<file path="config.mk">
export PLATFORM = sky130hd
export DESIGN_NAME = srs_status
export DESIGN_NICKNAME = d
export VERILOG_FILES = /design/src/srs_pkg.sv /design/src/srs_status.sv
export SDC_FILE = /design/constraint.sdc
export NUM_CORES = 2
export LEC_CHECK = 0
export BUFFER_PORTS_ARGS = -buffer_cell sky130_fd_sc_hd__buf_2
export CORE_MARGIN = 4
export CORE_UTILIZATION = 42
export CTS_CLUSTER_DIAMETER = 150
export CTS_CLUSTER_SIZE = 10
export DETAILED_ROUTE_END_ITERATION = 7
export PLACE_DENSITY = 0.66
export SYNTH_ARGS = -nofsm -noshare
export SYNTH_HDL_FRONTEND = slang
export SYNTH_SLANG_ARGS = --single-unit
</file>
<file path="constraint.sdc">
create_clock -name mclk -period 2.05 [get_ports mclk]
set_clock_uncertainty 0.15 [all_clocks]
set_input_delay 0.205 -clock mclk [delete_from_list [all_inputs] [get_ports mclk]]
set_output_delay 0.205 -clock mclk [all_outputs]
set_load 0.01 [all_outputs]
</file>
<file path="src/srs_pkg.sv">
package srs_pkg;
    // Standard event flag positions
    localparam int EV_OPC = 0;
    localparam int EV_QYE = 2;
    localparam int EV_DDE = 3;
    localparam int EV_EXE = 4;
    localparam int EV_CME = 5;
    localparam int EV_PON = 7;
    // Status summary byte positions
    localparam int SB_MAV = 4;
    localparam int SB_ESB = 5;
    localparam int SB_MSS = 6;
    localparam int SB_OSS = 7;
    // Implemented bit masks
    localparam logic [7:0] EV_IMPL_MASK = 8'hBD;
    localparam logic [7:0] SB_IMPL_MASK = 8'hF0;
    // Reset values and the completion answer
    localparam logic [7:0] EV_RESET = 8'h80;
    localparam logic [7:0] MASK_RESET = 8'h00;
    localparam logic [7:0] ASCII_ONE = 8'h31;
    // Common commands
    typedef enum logic [3:0] {
        SRS_CMD_NONE,
        SRS_CMD_CLS,
        SRS_CMD_EVM_WR,
        SRS_CMD_EVM_RD,
        SRS_CMD_ESR_RD,
        SRS_CMD_IDN_RD,
        SRS_CMD_OPC,
        SRS_CMD_OPC_RD,
        SRS_CMD_RCL,
        SRS_CMD_SAV,
        SRS_CMD_SQM_WR,
        SRS_CMD_SQM_RD,
        SRS_CMD_STB_RD
    } srs_cmd_e;
    typedef enum logic [1:0] {
        SRS_OPC_IDLE,
        SRS_OPC_FLAG,
        SRS_OPC_QUERY
    } srs_opc_e;
endpackage

</file>
<file path="src/srs_status.sv">
`timescale 1ns/1ps
`default_nettype none

// Notes on behaviour
// Event enable mask is eight bits wide
// Event summary is OR of enabled events
// Event query returns contents, then clears all but bits set in that cycle
// Operation complete flag set after pending work
// Completion query answers ASCII one when idle
// Master summary ORs enabled status byte bits
// Status read returns summary, never clears
// Clear status drops error; newline empties queue
// Bit seven mirrors operation status summary
// Message available while queue holds data
// Power on sets event bit seven
// Syntax error sets event bit five
// Range error sets event bit four
// Full error queue sets event bit three
// Empty read or loss sets bit two
// Save stores state; recall restores slot
// Identity query answers comma separated string
// Unused status and event bits read zero
module srs_status #(
    parameter int SLOTS = 16,
    parameter int STATE_W = 32,
    parameter int IDW = 64
) (
    input wire logic mclk,
    input wire logic rst,
    input wire logic ce,
    input wire logic cmd_valid,
    input wire srs_pkg::srs_cmd_e cmd_code,
    input wire logic [7:0] cmd_arg,
    input wire logic cmd_nl,
    input wire logic pending_busy,
    input wire logic oper_summary,
    input wire logic syntax_err,
    input wire logic exec_err,
    input wire logic err_queue_full,
    input wire logic out_read_empty,
    input wire logic out_lost,
    input wire logic err_present,
    input wire logic out_queue_nonempty,
    input wire logic [STATE_W-1:0] inst_state,
    input wire logic [IDW-1:0] ident_mfr,
    input wire logic [IDW-1:0] ident_model,
    input wire logic [IDW-1:0] ident_serial,
    input wire logic [IDW-1:0] ident_fw,
    output logic err_clear,
    output logic out_queue_flush,
    output logic resp_valid,
    output logic [7:0] resp_byte,
    output logic ident_valid,
    output logic [4*IDW+23:0] ident_str,
    output logic recall_valid,
    output logic [STATE_W-1:0] recall_state,
    output logic [7:0] status_byte,
    output logic srq
);

    localparam int SW = $clog2(SLOTS);
    localparam int IDLEN = 4 * IDW + 24;
    localparam logic [7:0] ID_SEP = 8'h2C;

    // The slot index is cut from the eight-bit argument: more than 256 slots cannot be reached
    initial begin
        if (SLOTS < 2 || SLOTS > 256) begin
            $error("srs_status: SLOTS must lie between 2 and 256");
        end
        if (STATE_W < 1) begin
            $error("srs_status: STATE_W must be at least 1");
        end
        if (IDW < 8 || IDW % 8 != 0) begin
            $error("srs_status: IDW must be a whole number of bytes");
        end
    end

    ////////////////////////////////////////////////////////////////////////

    // All state of the block, registered as one word
    typedef struct packed {
        logic [7:0] events;
        logic [7:0] ev_mask;
        logic [7:0] sr_mask;
        srs_pkg::srs_opc_e opc;
        // Answer strobes and the data they carry
        logic err_clear;
        logic flush;
        logic resp_valid;
        logic [7:0] resp_byte;
        logic ident_valid;
        logic [IDLEN-1:0] ident_str;
        logic recall_valid;
        logic [STATE_W-1:0] recall_state;
        // Saved instrument states, one word per slot
        logic [SLOTS-1:0][STATE_W-1:0] mem;
    } srs_state_s;

    srs_state_s st_r;
    srs_state_s st_nxt;
    logic [7:0] sb;

    ////////////////////////////////////////////////////////////////////////

    // Status summary byte; bit 6 is left out of its own OR so it cannot hold itself up
    function automatic logic [7:0] status_of(
        input logic [7:0] ev,
        input logic [7:0] evm,
        input logic [7:0] srm,
        input logic oss,
        input logic mav
    );
        logic [7:0] s;
        s = 8'h00;
        s[srs_pkg::SB_OSS] = oss;
        s[srs_pkg::SB_MAV] = mav;
        s[srs_pkg::SB_ESB] = |(ev & evm & srs_pkg::EV_IMPL_MASK);
        s[srs_pkg::SB_MSS] = |(s & srm & srs_pkg::SB_IMPL_MASK & ~8'h40);
        return s & srs_pkg::SB_IMPL_MASK;
    endfunction

    // Event bits raised by the command interface in this cycle
    function automatic logic [7:0] hw_events(
        input logic cme,
        input logic exe,
        input logic dde,
        input logic qye
    );
        logic [7:0] h;
        h = 8'h00;
        h[srs_pkg::EV_CME] = cme;
        h[srs_pkg::EV_EXE] = exe;
        h[srs_pkg::EV_DDE] = dde;
        h[srs_pkg::EV_QYE] = qye;
        return h;
    endfunction

    // The merge comes last, so a set wins over a read-clear in the same cycle
    function automatic logic [7:0] events_next(
        input logic [7:0] held,
        input logic [7:0] raised
    );
        return (held | raised) & srs_pkg::EV_IMPL_MASK;
    endfunction

    // Identity answer: four fields joined by commas, first field in the top bytes
    function automatic logic [IDLEN-1:0] ident_join(
        input logic [IDW-1:0] mfr,
        input logic [IDW-1:0] model,
        input logic [IDW-1:0] serial,
        input logic [IDW-1:0] fw
    );
        return {mfr, ID_SEP, model, ID_SEP, serial, ID_SEP, fw};
    endfunction

    // Save and recall slot from the low argument bits
    function automatic logic [SW-1:0] slot_of(input logic [7:0] arg);
        return arg[SW-1:0];
    endfunction

    // Slots past the end of the memory are ignored rather than wrapped
    function automatic logic slot_ok(input logic [7:0] arg);
        return {24'h00_0000, arg} < SLOTS;
    endfunction

    assign sb = status_of(st_r.events, st_r.ev_mask, st_r.sr_mask, oper_summary,
                          out_queue_nonempty);

    ////////////////////////////////////////////////////////////////////////

    always_comb begin
        logic [7:0] hw_set;
        logic [SW-1:0] slot;
        hw_set = hw_events(syntax_err, exec_err, err_queue_full, out_read_empty | out_lost);
        slot = slot_of(cmd_arg);
        st_nxt = st_r;
        // Answer strobes last one cycle unless a command raises them again
        st_nxt.err_clear = 1'b0;
        st_nxt.flush = 1'b0;
        st_nxt.resp_valid = 1'b0;
        st_nxt.ident_valid = 1'b0;
        st_nxt.recall_valid = 1'b0;
        // A completion wait ends in the first cycle with nothing pending
        case (st_r.opc)
            srs_pkg::SRS_OPC_FLAG: begin
                if (!pending_busy) begin
                    hw_set[srs_pkg::EV_OPC] = 1'b1;
                    st_nxt.opc = srs_pkg::SRS_OPC_IDLE;
                end
            end
            srs_pkg::SRS_OPC_QUERY: begin
                if (!pending_busy) begin
                    st_nxt.resp_valid = 1'b1;
                    st_nxt.resp_byte = srs_pkg::ASCII_ONE;
                    st_nxt.opc = srs_pkg::SRS_OPC_IDLE;
                end
            end
            default: begin
            end
        endcase
        // One common command per cycle; unknown codes change nothing
        if (cmd_valid) begin
            case (cmd_code)
                srs_pkg::SRS_CMD_CLS: begin
                    st_nxt.err_clear = 1'b1;
                    st_nxt.flush = cmd_nl;
                end
                srs_pkg::SRS_CMD_EVM_WR: begin
                    st_nxt.ev_mask = cmd_arg;
                end
                srs_pkg::SRS_CMD_EVM_RD: begin
                    st_nxt.resp_valid = 1'b1;
                    st_nxt.resp_byte = st_r.ev_mask;
                end
                srs_pkg::SRS_CMD_ESR_RD: begin
                    st_nxt.resp_valid = 1'b1;
                    st_nxt.resp_byte = st_r.events & srs_pkg::EV_IMPL_MASK;
                    st_nxt.events = 8'h00;
                end
                srs_pkg::SRS_CMD_IDN_RD: begin
                    st_nxt.ident_valid = 1'b1;
                    st_nxt.ident_str = ident_join(ident_mfr, ident_model, ident_serial, ident_fw);
                end
                srs_pkg::SRS_CMD_OPC: begin
                    // A second wait request is ignored while one is open
                    if (st_r.opc == srs_pkg::SRS_OPC_IDLE) begin
                        st_nxt.opc = srs_pkg::SRS_OPC_FLAG;
                    end
                end
                srs_pkg::SRS_CMD_OPC_RD: begin
                    if (st_r.opc == srs_pkg::SRS_OPC_IDLE) begin
                        st_nxt.opc = srs_pkg::SRS_OPC_QUERY;
                    end
                end
                srs_pkg::SRS_CMD_SAV: begin
                    if (slot_ok(cmd_arg)) begin
                        st_nxt.mem[slot] = inst_state;
                    end
                end
                srs_pkg::SRS_CMD_RCL: begin
                    if (slot_ok(cmd_arg)) begin
                        st_nxt.recall_valid = 1'b1;
                        st_nxt.recall_state = st_r.mem[slot];
                    end
                end
                srs_pkg::SRS_CMD_SQM_WR: begin
                    st_nxt.sr_mask = cmd_arg;
                end
                srs_pkg::SRS_CMD_SQM_RD: begin
                    st_nxt.resp_valid = 1'b1;
                    st_nxt.resp_byte = st_r.sr_mask;
                end
                srs_pkg::SRS_CMD_STB_RD: begin
                    // The read leaves every status bit to its own cause
                    st_nxt.resp_valid = 1'b1;
                    st_nxt.resp_byte = sb;
                end
                default: begin
                end
            endcase
        end
        st_nxt.events = events_next(st_nxt.events, hw_set);
    end

    ////////////////////////////////////////////////////////////////////////

    // The reset value marks the restart in the event flags
    always_ff @(posedge mclk) begin
        if (rst) begin
            st_r <= '0;
            st_r.events <= srs_pkg::EV_RESET;
            st_r.ev_mask <= srs_pkg::MASK_RESET;
            st_r.sr_mask <= srs_pkg::MASK_RESET;
            st_r.opc <= srs_pkg::SRS_OPC_IDLE;
        end else if (ce) begin
            st_r <= st_nxt;
        end
    end

    ////////////////////////////////////////////////////////////////////////

    // Answer strobes and data straight from the registered state
    assign err_clear = st_r.err_clear;
    assign out_queue_flush = st_r.flush;
    assign resp_valid = st_r.resp_valid;
    assign resp_byte = st_r.resp_byte;
    assign ident_valid = st_r.ident_valid;
    assign ident_str = st_r.ident_str;
    assign recall_valid = st_r.recall_valid;
    assign recall_state = st_r.recall_state;

    // Status summary, combinational from the registers and live inputs
    assign status_byte = sb;
    assign srq = sb[srs_pkg::SB_MSS];

endmodule

`default_nettype wire

</file>
==> results.cfg <==
[route]
vias = 28733
drt_iter0_drc = 3047
drtAntennaViolNets = 0
viasPerCell = 5.214
drt_wl_total_um = 121000
drtPass1Iterations = 8
drc_errors = 0
wire_per_inst_um = 21.95

[yosys]
synth-async-reset-ratio_pct = 0
synthFlopType = dfxtp_1
avgSynthCellArea_um2 = 10.10
netlist_area_um2 = 37720
yosysTopAreaCell = dfxtp_1
synth.most_common_cell = dfxtp_1
synth_commonest_cells = dfxtp_1, mux2i_1, nand2b_1
ys_ff_latch = 838
ys_seq_area_share_pct = 44.47
syn_inst = 3736
synth_edf_count = 0
yosys_warnings = 0
yosys.area.top_type_share_pct = 44.47
synth.distinct_cells = 51
synthTopCellsByArea = dfxtp_1, mux2i_1, nand2b_1, mux4_2, buf_4

[die]
core_area_um2 = 88780
initial_core_util_pct = 42.49
die_x_um = 307.7
io_pins = 648
fp-row-count = 109
dieArea_um2 = 94680
die_h_um = 307.7

[cts]
insertion_delay_ns = 0.66
h-tree-depth = 3
root_buffer = clkbuf_16
clock_sinks = 838
clk_pin_slew_ns = 0.06
cts_tree = done
cts_buffer_depth = 3
numCtsBuffers = 93

[worst_hold_path]
hold_path_class = primary input to flop

[place]
io_buffers = 627
gp_congestion = 0.9023
dp_hpwl_um = 78620
place_ws_ns = -0.1563

[run_status]
status = finished, violations left
violations = hold timing

[worst_setup_path]
end_kind = flop
critPathMaxStageDelay_ns = 0.57
worstPathMaxFanout = 36
path_cells = dlygate4sd3_1, buf_2, nand4b_1, buf_4, nor2_4, buf_12, buf_12, nand2_1, a21oi_2
worstSetupStartpointType = primary input
worst-path-buf-inv = 5
crit_family = buffers and inverters
arrival_ns = 2.41
required_ns = 2.48
crit_type = primary input to flop
critPathMostFrequentCell = buf_12
slowest_stage = dlygate4sd3_1

[power]
internal_power_w = 0.02570
comb_power_share_pct = 7.0
fin_total_pwr_w = 0.03348
swShare_pct = 23.25
p_leak_nw = 21.19
p_switching_w = 0.007784
ir_drop_uv = 652.7
power_density_nw_per_um2 = 722.4
seq_power_share_pct = 48.9
clkPwrFrac_pct = 44.1

[sta]
min_period_over_period_pct = 96.68
clock.fmax_mhz = 504.6
hold_viol = 1
fin_crit_ns = 1.982
slew_viol_final = 0
finalSetupViolCount = 0
tns_ns = 0
hold_slack_ns = -0.05036
tightest_slew_ns = 0.7470
worst_slack_ns = 0.06807
slew_headroom_pct = 50.20

[cells_and_area]
fin_nets = 4644
syn_to_final_growth_pct = 22.86
drive_gt1_share_pct = 24.97
post-route-util_pct = 52.20
fillers = 7646
multi_input_area_um2 = 17110
ff_latch_area_um2 = 16780

[grt]
grt-ovfl-total = 0
grt_max_degree = 103
grt_pass1_vias = 28885
grt_pass1_wl_um = 179900
grt_antenna_before_repair = 14
grt_usage_pct = 24.59

[run]
maxCapViolations = 0
==> cell type report <==
class                   instances  area share [%]
multi-input cells            2262           36.93
flip-flops and latches        838           36.20
repair buffers               1128           18.21
clock buffers                  95           5.105
well taps                    1165           3.145
clock inverters                 6          0.3132
diodes                         13         0.07019
inverters                       4         0.03240
==> power by group through the flow <==
stage | registers [W] | clock network [W] | logic, W
detailed placement | 0.0167 | 0 | 0.00180
global placement | 0.0167 | 0 | 0.00180
CTS | 0.0164 | 0.0151 | 0.00230
global route | 0.0164 | 0.0157 | 0.00247
floorplan | 0.0167 | 0 | 0.00104
finish | 0.0164 | 0.0148 | 0.00234
==> what timing repair did <==
action / CTS / global route
hold buffers: 311 / 0
gates resized for setup: 0 / 10
buffers inserted: 1 / 2
pin swaps: 1 / 2
setup endpoints to repair: 2 / 121
endpoints found under the hold margin: 709 / 0
==> cell usage in the layout, fill, tap and decap left out, types with 2 or more instances in the layout <==
cell / count
nand4_4: 4
nand3_4: 11
nand2_1: 520
a21o_1: 2
a222oi_1: 3
mux4_2: 128
o21ai_0: 10
a22o_1: 2
dlygate4sd3_1: 310
nor2_2: 2
a221oi_1: 2
clkbuf_16: 94
nand2b_1: 548
conb_1: 19
nand3_2: 3
nor3_1: 5
a22oi_1: 6
a21oi_1: 266
clkinv_16: 4
nand4b_1: 2
nor4bb_1: 2
mux2i_1: 594
a21oi_2: 2
nand3_1: 7
diode_2: 13
dfxtp_1: 838
nor2_1: 28
a31oi_1: 2
a211oi_1: 4
buf_2: 623
o21ai_1: 26
buf_12: 59
ha_1: 3
inv_1: 4
clkbuf_8: 2
nor2b_1: 6
a22oi_2: 3
buf_4: 133
a2bb2oi_1: 33
==> stage by stage <==
stage,hold slack [ns],cells,cell area [um2]
5_1_grt,0.01323,5502,46320
6_report,-0.05036,5511,46350
3_3_place_gp,0.2893,5084,40630
4_1_cts,0.01524,5497,46260
3_5_place_dp,0.2930,5084,40630
2_1_floorplan,0.1910,3754,37790
==> worst reg2reg max path: cells and delay by family (launching register included) <==
kind	cells	cell delay [ns]
buffers and inverters	2	0.64
flip-flops	1	0.33
AND/OR/NAND/NOR	3	0.27
adder cells (fa/ha/maj)	1	0.16
AO/OA/AOI/OAI	1	0.12
==> routing by layer <==
metal	wire (um)	part of all wire, %	global-route usage, %
met5	48	0.040	0
met4	6671	5.5	12.04
met3	9017	7.5	6.155
met2	56020	46	39.91
met1	49200	41	30.62
==> kinds of logic after synthesis <==
family | after synthesis | synth area share (%)
AO/OA/AOI/OAI | 364 | 5.376
adder cells (fa/ha/maj) | 3 | 0.09951
buffers and inverters | 654 | 10.69
flip-flops | 838 | 44.47
multiplexers | 722 | 23.40
other | 1 | 0.009941
AND/OR/NAND/NOR | 1154 | 15.95
==> worst paths after layout <==
kind / depth (start not counted) / end / slack, ns / start
worst max-delay path: 9 / ident_str[18] / 0.07 / cmd_code[0]
worst min-delay path: 5 / st_r[837] / -0.05 / cmd_code[1]
worst max register to register: 7 / st_r[838] / 0.32 / st_r[837]
worst min register to register: 2 / ident_str[151] / 0.30 / ident_str[151]
(Power assumes the default switching activity.)
